$ cat config.mk
export PLATFORM = sky130hd
export DESIGN_NAME = atc_regs
export DESIGN_NICKNAME = d
export VERILOG_FILES = /design/src/verilog/atc_pkg.sv /design/src/verilog/atc_rate_gen.sv /design/src/verilog/atc_regs.sv
export SDC_FILE = /design/constraint.sdc
export NUM_CORES = 1
export LEC_CHECK = 0
export BUFFER_PORTS_ARGS = -buffer_cell sky130_fd_sc_hd__buf_4
export CORE_ASPECT_RATIO = 2
export CORE_MARGIN = 2
export CORE_UTILIZATION = 30
export CTS_CLUSTER_SIZE = 8
export DETAILED_ROUTE_END_ITERATION = 10
export GPL_TIMING_DRIVEN = 0
export PLACE_DENSITY = 0.52
export RECOVER_POWER = 100
export SYNTH_ARGS = -nofsm -noshare
export SYNTH_HDL_FRONTEND = slang
export SYNTH_SLANG_ARGS = --single-unit
$ cat constraint.sdc
create_clock -name ref_clk -period 6.1 [get_ports ref_clk]
set_input_delay 0.305 -clock ref_clk [delete_from_list [all_inputs] [get_ports ref_clk]]
set_output_delay 0.305 -clock ref_clk [all_outputs]
set_load 0.005 [all_outputs]
$ cat src/verilog/atc_pkg.sv
// What this block does
// - Rate register at index 0x01, resets 0x96
// - Bit 6 zero daisy-chain, one multi-readback
// - Bit 5 drives oscillator out when pin high
// - Rate field bits 2:0, resets 6
// - Codes 0..6 divide modulator clock 64..4096
// - Test register at index 0x02, resets 0xC0
// - Bit 4 selects internal test signal source
// - Bit 2 doubles internal test amplitude
// - Frequency field: 2^21, 2^20 pulses or dc
// - Bias register at index 0x03, resets 0x60
// - Bias register bit 0 is read-only status
package atc_pkg;

    // Register indexes; byte address is four times the index
    localparam logic [29:0] ATC_IDX_RATE = 30'h0000_0001;
    localparam logic [29:0] ATC_IDX_TEST = 30'h0000_0002;
    localparam logic [29:0] ATC_IDX_BIAS = 30'h0000_0003;

    // Reset values
    localparam logic [7:0] ATC_RATE_RST = 8'h96;
    localparam logic [7:0] ATC_TEST_RST = 8'hC0;
    localparam logic [7:0] ATC_BIAS_RST = 8'h60;

    // Field positions
    localparam int ATC_MODE_BIT   = 6;
    localparam int ATC_CLKEN_BIT  = 5;
    localparam int ATC_RATE_LSB   = 0;
    localparam int ATC_RATE_W     = 3;
    localparam int ATC_TSRC_BIT   = 4;
    localparam int ATC_TAMP_BIT   = 2;
    localparam int ATC_TFREQ_LSB  = 0;
    localparam int ATC_BSTAT_BIT  = 0;

    // Rate codes
    localparam logic [2:0] ATC_RATE_CODE_RST = 3'h6;
    localparam logic [2:0] ATC_RATE_CODE_MAX = 3'h6;
    localparam logic [2:0] ATC_RATE_CODE_RSV = 3'h7;

    // Clock ratios: modulator clock is device clock over two
    localparam int ATC_CLK_PERIOD_NS  = 10;
    localparam int ATC_MOD_DIV        = 2;
    localparam int ATC_RATE_BASE_DIV  = 64;
    localparam int ATC_BASE_CYCLES    = ATC_MOD_DIV * ATC_RATE_BASE_DIV;
    localparam int ATC_TEST_SLOW_LOG2 = 21;
    localparam int ATC_TEST_FAST_LOG2 = 20;

    // AHB-Lite encodings
    localparam logic [1:0] ATC_HTRANS_NONSEQ = 2'h2;
    localparam logic [2:0] ATC_HSIZE_WORD    = 3'h2;
    localparam logic       ATC_HRESP_OKAY    = 1'b0;
    localparam logic [31:0] ATC_RD_ZERO      = 32'h0000_0000;

    // Test frequency codes
    typedef enum logic [1:0] {
        ATC_TF_SLOW = 2'b00,
        ATC_TF_FAST = 2'b01,
        ATC_TF_RSVD = 2'b10,
        ATC_TF_DC   = 2'b11
    } atc_tfreq_t;

endpackage

$ cat src/verilog/atc_rate_gen.sv
`timescale 1ns/10ps
// Conversion period timer; rate code is sampled only at a boundary
module atc_rate_gen
    import atc_pkg::*;
#(
    parameter int BASE_CYCLES = ATC_BASE_CYCLES,
    parameter int CNT_W       = 14
) (
    input  wire logic                  ref_clk,     // Device clock
    input  wire logic                  sys_rst,     // Async reset, high
    input  wire logic [ATC_RATE_W-1:0] rate_code,   // Programmed rate
    output logic                       conv_strobe, // Conversion boundary pulse
    output logic [ATC_RATE_W-1:0]      active_code  // Rate of running conversion
);

    logic [CNT_W-1:0]      cnt_r;
    logic [ATC_RATE_W-1:0] code_r;
    logic                  strobe_r;
    logic [ATC_RATE_W-1:0] eff_code;
    logic [CNT_W-1:0]      period_m1;
    logic                  last_cyc;

    // Reserved code falls back to the slowest rate
    assign eff_code    = (code_r == ATC_RATE_CODE_RSV) ? ATC_RATE_CODE_MAX : code_r;
    assign period_m1   = CNT_W'((BASE_CYCLES << eff_code) - 1);
    assign last_cyc    = (cnt_r == period_m1);
    assign conv_strobe = strobe_r;
    assign active_code = code_r;

    // Count cycles; pick up the new code only at a boundary
    always_ff @(posedge ref_clk or posedge sys_rst) begin
        if (sys_rst) begin
            cnt_r    <= '0;
            code_r   <= ATC_RATE_CODE_RST;
            strobe_r <= 1'b0;
        end else if (last_cyc) begin
            cnt_r    <= '0;
            code_r   <= rate_code;
            strobe_r <= 1'b1;
        end else begin
            cnt_r    <= cnt_r + 1'b1;
            strobe_r <= 1'b0;
        end
    end

    cnt_range_a: assert property (@(posedge ref_clk) disable iff (sys_rst) cnt_r <= period_m1)
        else $error("rate counter past period");
    code_hold_a: assert property (@(posedge ref_clk) disable iff (sys_rst)
        !last_cyc |=> $stable(code_r))
        else $error("rate code changed mid conversion");

endmodule

$ cat src/verilog/atc_regs.sv
`timescale 1ns/10ps
// Configuration bank: rate/chain, test signal, reference/bias
module atc_regs
    import atc_pkg::*;
#(
    parameter int TEST_SLOW_LOG2 = ATC_TEST_SLOW_LOG2,
    parameter int TEST_FAST_LOG2 = ATC_TEST_FAST_LOG2,
    parameter int BASE_CYCLES    = ATC_BASE_CYCLES
) (
    input  wire logic        ref_clk,                 // Device clock, 100 MHz
    input  wire logic        sys_rst,                 // Async reset, high
    input  wire logic        hsel,                    // AHB select
    input  wire logic [31:0] haddr,                   // AHB address
    input  wire logic [1:0]  htrans,                  // AHB transfer type
    input  wire logic        hwrite,                  // AHB write
    input  wire logic [2:0]  hsize,                   // AHB size
    input  wire logic [31:0] hwdata,                  // AHB write data
    input  wire logic        hready,                  // AHB bus ready
    output logic             hreadyout,               // Always ready
    output logic             hresp,                   // Always OKAY
    output logic [31:0]      hrdata,                  // Read data
    input  wire logic        clock_source_select_pin, // Internal clock chosen
    input  wire logic        bias_lead_off,           // Bias electrode open
    output logic             clk_pin_o,               // Oscillator out
    output logic             clk_pin_oe,              // Clock pin driven
    output logic             multi_readback_mode,     // 1 multi-readback, 0 daisy
    output logic             conv_strobe,             // Conversion boundary
    output logic [2:0]       rate_active,             // Rate of running conversion
    output logic             test_internal,           // Internal test source
    output logic             test_amp_double,         // Double amplitude
    output logic             test_signal              // Internal test waveform
);

    // Register storage and bus state
    logic [7:0]          rate_cfg_r;
    logic [7:0]          test_cfg_r;
    logic [7:1]          bias_cfg_r;
    logic                dp_wr_r;
    logic [29:0]         dp_idx_r;
    logic [31:0]         hrdata_r;
    logic                osc_r;
    logic                test_sig_r;
    logic [TEST_SLOW_LOG2-1:0] test_cnt_r;

    // Index match, used for write and read decode
    function automatic logic idx_hit(input logic [29:0] idx, input logic [29:0] target);
        idx_hit = (idx == target);
    endfunction

    // Address phase decode
    wire        ap_take  = hsel && hready && (htrans == ATC_HTRANS_NONSEQ);
    wire        ap_wr    = ap_take && hwrite && (hsize == ATC_HSIZE_WORD);
    wire        ap_rd    = ap_take && !hwrite;
    wire [29:0] ap_idx   = haddr[31:2];

    // Data phase write strobes
    wire wr_rate = dp_wr_r && idx_hit(dp_idx_r, ATC_IDX_RATE);
    wire wr_test = dp_wr_r && idx_hit(dp_idx_r, ATC_IDX_TEST);
    wire wr_bias = dp_wr_r && idx_hit(dp_idx_r, ATC_IDX_BIAS);

    // Current values, forwarding a write in its data phase
    wire [7:0] rate_now = wr_rate ? hwdata[7:0] : rate_cfg_r;
    wire [7:0] test_now = wr_test ? hwdata[7:0] : test_cfg_r;
    wire [7:1] bias_now = wr_bias ? hwdata[7:1] : bias_cfg_r;

    // Read mux; bias status bit comes live from the pin
    wire [7:0] rd_byte =
        idx_hit(ap_idx, ATC_IDX_RATE) ? rate_now :
        idx_hit(ap_idx, ATC_IDX_TEST) ? test_now :
        idx_hit(ap_idx, ATC_IDX_BIAS) ? {bias_now, bias_lead_off} : 8'h00;

    // Bus response: zero wait, always OKAY
    assign hreadyout = 1'b1;
    assign hresp     = ATC_HRESP_OKAY;
    assign hrdata    = hrdata_r;

    // Capture address phase
    always_ff @(posedge ref_clk or posedge sys_rst) begin
        if (sys_rst) begin
            dp_wr_r  <= 1'b0;
            dp_idx_r <= '0;
            hrdata_r <= ATC_RD_ZERO;
        end else begin
            dp_wr_r  <= ap_wr;
            dp_idx_r <= ap_idx;
            hrdata_r <= ap_rd ? {24'h00_0000, rd_byte} : ATC_RD_ZERO;
        end
    end

    // Register writes; reserved bits are stored as written
    always_ff @(posedge ref_clk or posedge sys_rst) begin
        if (sys_rst) begin
            rate_cfg_r <= ATC_RATE_RST;
            test_cfg_r <= ATC_TEST_RST;
            bias_cfg_r <= ATC_BIAS_RST[7:1];
        end else begin
            rate_cfg_r <= rate_now;
            test_cfg_r <= test_now;
            bias_cfg_r <= bias_now;
        end
    end

    // Output mode selection
    assign multi_readback_mode = rate_cfg_r[ATC_MODE_BIT];

    // Oscillator onto the clock pin only with pin high and enable set
    assign clk_pin_oe = clock_source_select_pin && rate_cfg_r[ATC_CLKEN_BIT];
    assign clk_pin_o  = osc_r;

    always_ff @(posedge ref_clk or posedge sys_rst) begin
        if (sys_rst) begin
            osc_r <= 1'b0;
        end else begin
            osc_r <= !osc_r;
        end
    end

    // Conversion timer
    atc_rate_gen #(
        .BASE_CYCLES (BASE_CYCLES),
        .CNT_W       (14)
    ) atc_rate_gen_inst (
        .ref_clk     (ref_clk),
        .sys_rst     (sys_rst),
        .rate_code   (rate_cfg_r[ATC_RATE_LSB +: ATC_RATE_W]),
        .conv_strobe (conv_strobe),
        .active_code (rate_active)
    );

    // Test signal controls
    assign test_internal   = test_cfg_r[ATC_TSRC_BIT];
    assign test_amp_double = test_cfg_r[ATC_TAMP_BIT];
    assign test_signal     = test_sig_r;

    wire [1:0] tfreq = test_cfg_r[ATC_TFREQ_LSB +: 2];

    // Square wave with period 2^21 or 2^20, or dc level
    wire test_sig_nxt =
        (tfreq == ATC_TF_SLOW) ? test_cnt_r[TEST_SLOW_LOG2-1] :
        (tfreq == ATC_TF_FAST) ? test_cnt_r[TEST_FAST_LOG2-1] :
        (tfreq == ATC_TF_DC)   ? 1'b1 : 1'b0;

    always_ff @(posedge ref_clk or posedge sys_rst) begin
        if (sys_rst) begin
            test_cnt_r <= '0;
            test_sig_r <= 1'b0;
        end else begin
            test_cnt_r <= test_cnt_r + 1'b1;
            test_sig_r <= test_internal && test_sig_nxt;
        end
    end

    // Helper: cycles between conversion strobes and the rate in force
    logic [15:0] gap_r;
    logic [2:0]  per_code_r;
    logic        seen_r;
    wire  [2:0]  per_eff = (per_code_r == ATC_RATE_CODE_RSV) ? ATC_RATE_CODE_MAX : per_code_r;
    wire  [15:0] per_m1  = 16'((BASE_CYCLES << per_eff) - 1);

    always_ff @(posedge ref_clk or posedge sys_rst) begin
        if (sys_rst) begin
            gap_r      <= '0;
            per_code_r <= ATC_RATE_CODE_RST;
            seen_r     <= 1'b0;
        end else if (conv_strobe) begin
            gap_r      <= '0;
            per_code_r <= rate_active;
            seen_r     <= 1'b1;
        end else begin
            gap_r      <= gap_r + 1'b1;
        end
    end

    rate_write_a: assert property (@(posedge ref_clk) disable iff (sys_rst)
        wr_rate |=> rate_cfg_r == $past(hwdata[7:0]))
        else $error("rate register did not take write");

    mode_follow_a: assert property (@(posedge ref_clk) disable iff (sys_rst)
        wr_rate |=> multi_readback_mode == $past(hwdata[ATC_MODE_BIT]))
        else $error("output mode does not follow write");

    clk_gate_a: assert property (@(posedge ref_clk) disable iff (sys_rst)
        !clock_source_select_pin || !rate_cfg_r[ATC_CLKEN_BIT] |-> !clk_pin_oe)
        else $error("clock pin driven while disabled");

    rate_period_a: assert property (@(posedge ref_clk) disable iff (sys_rst)
        conv_strobe && seen_r |-> gap_r == per_m1)
        else $error("conversion period wrong for rate");

    rate_apply_a: assert property (@(posedge ref_clk) disable iff (sys_rst)
        conv_strobe |-> rate_active == $past(rate_cfg_r[ATC_RATE_LSB +: ATC_RATE_W]))
        else $error("new rate not applied at boundary");

    test_write_a: assert property (@(posedge ref_clk) disable iff (sys_rst)
        wr_test |=> test_internal == $past(hwdata[ATC_TSRC_BIT])
            && test_amp_double == $past(hwdata[ATC_TAMP_BIT]))
        else $error("test controls do not follow write");

    test_dc_a: assert property (@(posedge ref_clk) disable iff (sys_rst)
        test_internal && tfreq == ATC_TF_DC ##1 test_internal && tfreq == ATC_TF_DC |-> test_signal)
        else $error("dc test level missing");

    bias_write_a: assert property (@(posedge ref_clk) disable iff (sys_rst)
        wr_bias |=> bias_cfg_r == $past(hwdata[7:1]))
        else $error("bias register did not take write");

    bias_status_a: assert property (@(posedge ref_clk) disable iff (sys_rst)
        ap_rd && idx_hit(ap_idx, ATC_IDX_BIAS) |=> hrdata[ATC_BSTAT_BIT] == $past(bias_lead_off))
        else $error("bias status read wrong");

    test_amp_a: assert property (@(posedge ref_clk) disable iff (sys_rst)
        !wr_test |=> $stable(test_amp_double))
        else $error("amplitude select changed without write");

    // Rate register holds between writes
    rate_hold_a: assert property (@(posedge ref_clk) disable iff (sys_rst)
        !wr_rate |=> $stable(rate_cfg_r))
        else $error("rate register changed without write");

    // Output mode holds between writes
    mode_hold_a: assert property (@(posedge ref_clk) disable iff (sys_rst)
        !wr_rate |=> $stable(multi_readback_mode))
        else $error("output mode changed without write");

    // Bias register holds between writes
    bias_hold_a: assert property (@(posedge ref_clk) disable iff (sys_rst)
        !wr_bias |=> $stable(bias_cfg_r))
        else $error("bias register changed without write");

    // Pin high and enable set must drive the clock pin
    clk_on_a: assert property (@(posedge ref_clk) disable iff (sys_rst)
        clock_source_select_pin && rate_cfg_r[ATC_CLKEN_BIT] |-> clk_pin_oe)
        else $error("clock pin not driven while enabled");

    // Oscillator stand-in toggles every cycle once out of reset
    osc_toggle_a: assert property (@(posedge ref_clk) disable iff (sys_rst)
        !$past(sys_rst) |-> clk_pin_o != $past(clk_pin_o))
        else $error("oscillator output stuck");

    // External source keeps the internal waveform low
    test_ext_a: assert property (@(posedge ref_clk) disable iff (sys_rst)
        !$past(test_internal) |-> !test_signal)
        else $error("test waveform active with external source");

    // Read data is zero outside a read data phase
    rd_idle_a: assert property (@(posedge ref_clk) disable iff (sys_rst)
        !ap_rd |=> hrdata == ATC_RD_ZERO)
        else $error("read data not zero when idle");

    // Registers are eight bits; upper read bits are zero
    rd_upper_a: assert property (@(posedge ref_clk) disable iff (sys_rst)
        hrdata[31:8] == 24'h00_0000)
        else $error("upper read data bits set");

    // Unmapped reads return zero
    rd_unmap_a: assert property (@(posedge ref_clk) disable iff (sys_rst)
        ap_rd && !idx_hit(ap_idx, ATC_IDX_RATE) && !idx_hit(ap_idx, ATC_IDX_TEST)
            && !idx_hit(ap_idx, ATC_IDX_BIAS) |=> hrdata == ATC_RD_ZERO)
        else $error("unmapped read not zero");

    // Non-word writes are dropped
    wr_size_a: assert property (@(posedge ref_clk) disable iff (sys_rst)
        ap_take && hwrite && hsize != ATC_HSIZE_WORD |=> !dp_wr_r)
        else $error("non-word write accepted");

    // Unmapped writes leave every register unchanged
    wr_unmap_a: assert property (@(posedge ref_clk) disable iff (sys_rst)
        dp_wr_r && !wr_rate && !wr_test && !wr_bias
            |=> $stable(rate_cfg_r) && $stable(test_cfg_r) && $stable(bias_cfg_r))
        else $error("unmapped write changed a register");

    // Conversion boundary is a single-cycle pulse
    strobe_pulse_a: assert property (@(posedge ref_clk) disable iff (sys_rst)
        conv_strobe |=> !conv_strobe)
        else $error("conversion strobe longer than a cycle");

    // Rate in force changes only at a boundary
    rate_pick_a: assert property (@(posedge ref_clk) disable iff (sys_rst)
        !conv_strobe |-> $stable(rate_active))
        else $error("rate in force changed between boundaries");

    // Read of rate register returns stored value
    rate_read_a: assert property (@(posedge ref_clk) disable iff (sys_rst)
        ap_rd && idx_hit(ap_idx, ATC_IDX_RATE) && !wr_rate |=> hrdata[7:0] == $past(rate_cfg_r))
        else $error("rate register read wrong");

    // Read of test register returns stored value
    test_read_a: assert property (@(posedge ref_clk) disable iff (sys_rst)
        ap_rd && idx_hit(ap_idx, ATC_IDX_TEST) && !wr_test |=> hrdata[7:0] == $past(test_cfg_r))
        else $error("test register read wrong");

    // Read of bias register returns stored writable bits
    bias_read_a: assert property (@(posedge ref_clk) disable iff (sys_rst)
        ap_rd && idx_hit(ap_idx, ATC_IDX_BIAS) && !wr_bias |=> hrdata[7:1] == $past(bias_cfg_r))
        else $error("bias register read wrong");

    // Read right behind a write sees the new value
    wr_fwd_a: assert property (@(posedge ref_clk) disable iff (sys_rst)
        ap_rd && wr_rate && idx_hit(ap_idx, ATC_IDX_RATE) |=> hrdata[7:0] == $past(hwdata[7:0]))
        else $error("write not forwarded to read");

    cov_rate_wr: cover property (@(posedge ref_clk) disable iff (sys_rst) wr_rate);
    cov_bias_rd: cover property (@(posedge ref_clk) disable iff (sys_rst)
        ap_rd && idx_hit(ap_idx, ATC_IDX_BIAS));
    cov_fast_conv: cover property (@(posedge ref_clk) disable iff (sys_rst)
        conv_strobe && rate_active == 3'h0);
    cov_clk_out: cover property (@(posedge ref_clk) disable iff (sys_rst) clk_pin_oe);
    cov_dc_test: cover property (@(posedge ref_clk) disable iff (sys_rst)
        test_internal && tfreq == ATC_TF_DC);

endmodule
Yosys cells after proc, flatten, opt, wreduce, memory -nomap -nowiden
Index checks and enable logic that the tools add are counted.

operators by class
  add/subtract/negate cells = 3
  shift operators = 1
  multiplexer cells = 13
  reduce and logical (&&, ||, !) cells = 13
  eq/ne operators = 12

operators by type and width
  operator                                                               number
  30-bit by 2-bit == test with 1-bit output (second input constant)      4
  30-bit by 1-bit == test with 1-bit output (second input constant)      2
  8-bit 2-to-1 mux                                                       6
  21-bit by 1-bit adder with 21-bit output (second input constant)       1
  14-bit by 1-bit adder with 14-bit output (second input constant)       1
  14-bit == test                                                         1
  14-bit 2-to-1 mux                                                      1
  8-bit by 3-bit left shift with 14-bit output (first input constant)    1
  14-bit by 2-bit subtractor with 14-bit output (second input constant)  1
  1-bit logical AND                                                      10
  7-bit 2-to-1 mux                                                       1
  2-bit == test (second input constant)                                  2
  1-bit 2-to-1 mux                                                       4
  3-bit by 2-bit == test with 1-bit output (second input constant)       1
  3-bit == test (second input constant)                                  1
  3-bit 2-to-1 mux                                                       1
  2-bit by 1-bit == test with 1-bit output (second input constant)       1
  1-bit logical NOT                                                      2
  2-bit logical NOT                                                      1

word-level totals
  logic and storage cells = 54
  input port bits = 76
  bits in registers = 103
  output and inout port bits = 44

Logic depth before layout (Yosys ltp)
  word-level depth = 7
  gate-level depth with buffers = 7
  mapped depth without buffers = 6

Cells and area by module
A second synthesis with hierarchy kept.

second synthesis, totals
  cells, all modules = 379
  area total of the unflattened synthesis = 4430.5 um^2

modules (own cells, without submodules)
  module        times used  area each (um^2)  cells an instance  sequential area each (um^2)
  atc_regs      1           3509.6            287                2137.0
  atc_rate_gen  1           920.9             92                 452.9

Worst setup path after synthesis
Ideal clock, no wire load.

  path type = register to register
  start point = reg dp_idx_r[12]
  end point = reg hrdata_r[6] (netlist: hrdata[6])
  period minus slack after synthesis = 2.556 ns
  stages on the path, launching flop included = 8
  library setup time = 0.140 ns
  path buffers = 2
  arrival time = 2.415 ns
  setup slack = 3.544 ns
  required time = 5.960 ns
  path through = dfrtp_1 or4_4 or4b_4 buf_6 or4_4 buf_6 mux2i_1 o221ai_1

between the ends
  cells in the longest elaborated chain, start to end = 7
  elaborated cells on any way between the ends = 13
  those cells by class = eq/ne: 3; mux: 7; reduce/logical: 3

ends and longest elaborated chain
  what                                       line            RTL
  from (decl)                                atc_regs.sv:39  logic [29:0] dp_idx_r;
  from (signal assigned)                     atc_regs.sv:85  dp_idx_r <= ap_idx;
  30-bit by 2-bit == test with 1-bit output  atc_regs.sv:47  idx_hit = (idx == target);
  1-bit logical AND                          atc_regs.sv:59  wire wr_bias = dp_wr_r && idx_hit(dp_idx_r, ATC_IDX_BIAS);
  7-bit 2-to-1 mux                           atc_regs.sv:64  wire [7:1] bias_now = wr_bias ? hwdata[7:1] : bias_cfg_r;
  8-bit 2-to-1 mux                           atc_regs.sv:70  idx_hit(ap_idx, ATC_IDX_BIAS) ? {bias_now, bias_lead_off} : 8'h00;
  8-bit 2-to-1 mux                           atc_regs.sv:69  idx_hit(ap_idx, ATC_IDX_TEST) ? test_now :
  8-bit 2-to-1 mux *                         atc_regs.sv:68  idx_hit(ap_idx, ATC_IDX_RATE) ? rate_now :
  8-bit 2-to-1 mux *                         atc_regs.sv:86  hrdata_r <= ap_rd ? {24'h00_0000, rd_byte} : ATC_RD_ZERO;
  to (signal assigned)                       atc_regs.sv:86
  to (decl)                                  atc_regs.sv:40  logic [31:0] hrdata_r;

Every way passes the cells marked *; elsewhere a longest branch is shown, timed or not.
A chain may end at the register's enable or synchronous reset.

Final worst setup path
  start point = reg dp_idx_r[23]
  end point = reg hrdata_r[1] (netlist: hrdata[1])

Same word-level chain as after synthesis.

==> results.sh <==
export IMPL_status="complete, but fails checks"
export IMPL_violations="capacitance limit, slew limit"
export IMPL_die_w_um=89.95
export IMPL_grt_use_met2_pct=23.30
export IMPL_detailed_place_hpwl_mm=7.191
export IMPL_cts_buffers=9
export IMPL_fin_skew_ps=6.780
export IMPL_nNetsFinal=567
export IMPL_p_clk_share_pct=43.1
export IMPL_die_y_um=175.9
export IMPL_worst_setup_path_type="reg -> reg"
export IMPL_worstReg2RegEnd="hrdata[1]"
export IMPL_ctsHoldBuffers=1
export IMPL_dieArea_um2=15820
export IMPL_worst_slew_pin_slew_ps=2220
export IMPL_period_minus_slack_ps=4059
export IMPL_start_kind="register"
export IMPL_syn_avg_cell_area_um2=11.51
export IMPL_synthCells=385
export IMPL_p_sw_w=0.0002874
export IMPL_grt_busiest_layer="met2"
export IMPL_rsz0062_at_grt="no"
export IMPL_portBuffers=67
export IMPL_ir_worst_vdd_mv=0.1507
export IMPL_max_freq_mhz=246.4
export IMPL_first_pass_iters=4
export IMPL_cp_max_fo=10
export IMPL_drcViolationCount=0
export IMPL_cts_sinks=103
export IMPL_overflow=0
export IMPL_core_area_um2=14430
export IMPL_switching_share_pct=21.07
export IMPL_syn_area_um2=4432
export IMPL_grt_pass1_vias=3174
export IMPL_ys_seq_area_share_pct=58.44
export IMPL_power_density_nw_per_um2=247.3
export IMPL_drive_gt1_share_pct=23.48
export IMPL_holdPathEnd="dp_idx_r[16]"
export IMPL_final_cell_area_um2=5515
export IMPL_fin_util_pct=38.22
export IMPL_antenna_found_initial=0
export IMPL_vias=3068
export IMPL_hp_start="haddr[18]"
export IMPL_pre_cts_ws_ps=3022
export IMPL_wire_per_inst_um=14.07
export IMPL_min_path_cells=1
export IMPL_post_cts_buffers=0
export IMPL_cts_tree="built"
export IMPL_synthToLayoutAreaGrowth_pct=24.45
export IMPL_slew_viol_final=8
export IMPL_placed_cells=669
export IMPL_viasPerCell=4.472
export IMPL_post_dp_cell_area_um2=5295
export IMPL_grt_max_degree=73
export IMPL_layout_common_cells="93 x dfrtp_1, 46 x buf_4, 31 x inv_1"
export IMPL_path_clk_slew_ps=70
export IMPL_clock_latency_ps=340
export IMPL_synth_cell_types=40
export IMPL_root_buffer="clkbuf_16"
export IMPL_rrSetupSlack_ps=2040
export IMPL_r2r_start="dp_idx_r[23]"
export IMPL_hp_class="in -> reg"
export IMPL_finalSetupViolCount=0
export IMPL_ys_seq_elements=103
export IMPL_finalCritPeriodShare_pct=66.54
export IMPL_cp_required_ps=6330
export IMPL_routed_wirelength_mm=9.649
export IMPL_grt_use_total_pct=12.53
export IMPL_post_cts_resize_count=0
export IMPL_ant_nets=0
export IMPL_final_common_cell="dfrtp_1"
export IMPL_pwr_share_comb_pct=5.3
export IMPL_rr_worst_depth=5
export IMPL_clockBufferDepth=2
export IMPL_grt_pass1_wl_mm=15.69
export IMPL_use_met3_pct=2.445
export IMPL_cp_end_kind="register"
export IMPL_yosys_warnings=0
export IMPL_maxCapViolCount=1
export IMPL_place_congestion=0.7262
export IMPL_arrival_ps=4290
export IMPL_p_leak_nw=2.634
export IMPL_pin_count=120
export IMPL_fin_cells=686
export IMPL_grtUsageMet1_pct=14.14
export IMPL_initialDrtViolationCount=137
export IMPL_finalHoldViolCount=0
export IMPL_num_rows=62
export IMPL_start_util_pct=30.71
export IMPL_p_int_w=0.001076
export IMPL_diodes=0
export IMPL_finalSetupTns_ps=0
export IMPL_power_frac_seq_pct=51.6
export IMPL_slew_limit_headroom_pct=-49.39
export IMPL_h_tree_depth=3
export IMPL_setup_ws_ps=2041
-- registers in the layout, summed over array words and instances (netlist names) --
register	cells
atc_rate_gen_inst.cnt_r	14
test_cfg_r	8
rate_cfg_r	8
atc_rate_gen_inst.active_code	3
test_signal	1
hrdata	8
clk_pin_o	1
dp_wr_r	1
atc_rate_gen_inst.conv_strobe	1
bias_cfg_r	7
dp_idx_r	30
test_cnt_r	21
-- metal layers --
metal | up-vias | wire length (µm)
met1 | 1483 | 3765
met2 | 88 | 5279
li1 | 1490 | -
met4 | 0 | 119
met5 | - | 0
met3 | 7 | 485
-- critical path, cell delays in order, from the launching register on --
cell      delay, ps
dfrtp_1         370
nor4_1          490
nand4_1         540
nor4_1         1890
mux2i_1         300
o221ai_1        350
-- cells in the mapped netlist --
cell type / instances / area, µm²
xor2_1: 15 / 131.4
a21boi_0: 9 / 67.56
or4_4: 3 / 33.78
nand4b_1: 1 / 8.760
dfrtp_1: 93 / 2327
nor3_1: 4 / 20.02
or4b_2: 2 / 20.02
nor2b_1: 2 / 12.51
nor4_1: 22 / 137.6
dfstp_2: 10 / 262.8
nor2_1: 29 / 108.9
nand4bb_1: 1 / 11.26
or4b_4: 1 / 13.76
nor4b_1: 4 / 35.03
or2_2: 8 / 50.05
conb_1: 2 / 7.510
mux2_2: 3 / 33.78
nand2b_1: 3 / 18.77
a21oi_1: 3 / 15.01
or4_1: 1 / 7.510
nand2_1: 10 / 37.54
a221oi_1: 1 / 8.760
nand4_1: 7 / 43.79
o221ai_1: 7 / 61.31
o21ai_0: 11 / 55.05
ha_1: 2 / 25.02
or3_1: 1 / 6.260
and4_1: 4 / 35.03
inv_1: 32 / 120.1
xnor2_1: 16 / 140.1
mux2i_1: 15 / 150.1
and2_1: 1 / 6.260
clkbuf_1: 4 / 15.01
nand3_1: 20 / 100.1
buf_6: 2 / 22.52
nor4_4: 1 / 21.27
o2111a_1: 1 / 11.26
buf_4: 26 / 195.2
o211a_1: 1 / 10.01
and3_1: 7 / 43.79
-- kinds of logic after synthesis --
family | synth area share (%)
AND/OR/NAND/NOR | 17.42
flip-flops | 58.44
buffers and inverters | 7.962
AO/OA/AOI/OAI | 5.166
XOR/XNOR | 6.126
multiplexers | 4.150
adder cells (fa/ha/maj) | 0.5646
other | 0.1695
-- worst max-delay path by stage --
stage                             from                                to  slack, ps  depth (start not counted)
final                     dp_idx_r[23]                         hrdata[1]       2040                          5
after global placement         sys_rst                         hrdata[3]       1950                          2
after detailed placement  dp_idx_r[23]                         hrdata[1]       3020                          5
after global routing      dp_idx_r[23]                         hrdata[1]       1630                          5
after floorplan                sys_rst  atc_rate_gen_inst.active_code[0]       3110                          1
after CTS                 dp_idx_r[23]                         hrdata[1]       2990                          5
-- layout make-up --
class                           instances  area (µm²)
Timing Repair Buffer                   69       469.2
Sequential cell                       103        2590
Buffer                                 32       225.2
Fill cell                            1498        8914
Clock buffer                           12       256.5
Inverter                               32       121.4
Multi-Input combinational cell        242        1560
Tap cell                              192       240.2
Clock inverter                          4       52.55
-- metrics by stage --
stage          hold slack, ps  total power (W)
2_1_floorplan           336.4        0.0007537
5_1_grt                 85.59         0.001417
3_3_place_gp            408.3        0.0007921
4_1_cts                 65.06         0.001394
3_5_place_dp            340.5        0.0007964
6_report                95.15         0.001364
-- power by group through the flow --
stage	Sequential, W	Combinational, W	Clock, W
detailed placement	0.000717	0.0000790	0
floorplan	0.000716	0.0000381	0
global placement	0.000717	0.0000751	0
CTS	0.000704	0.0000799	0.000610
global route	0.000705	0.0000814	0.000631
finish	0.000704	0.0000722	0.000587
(Power assumes the default switching activity.)
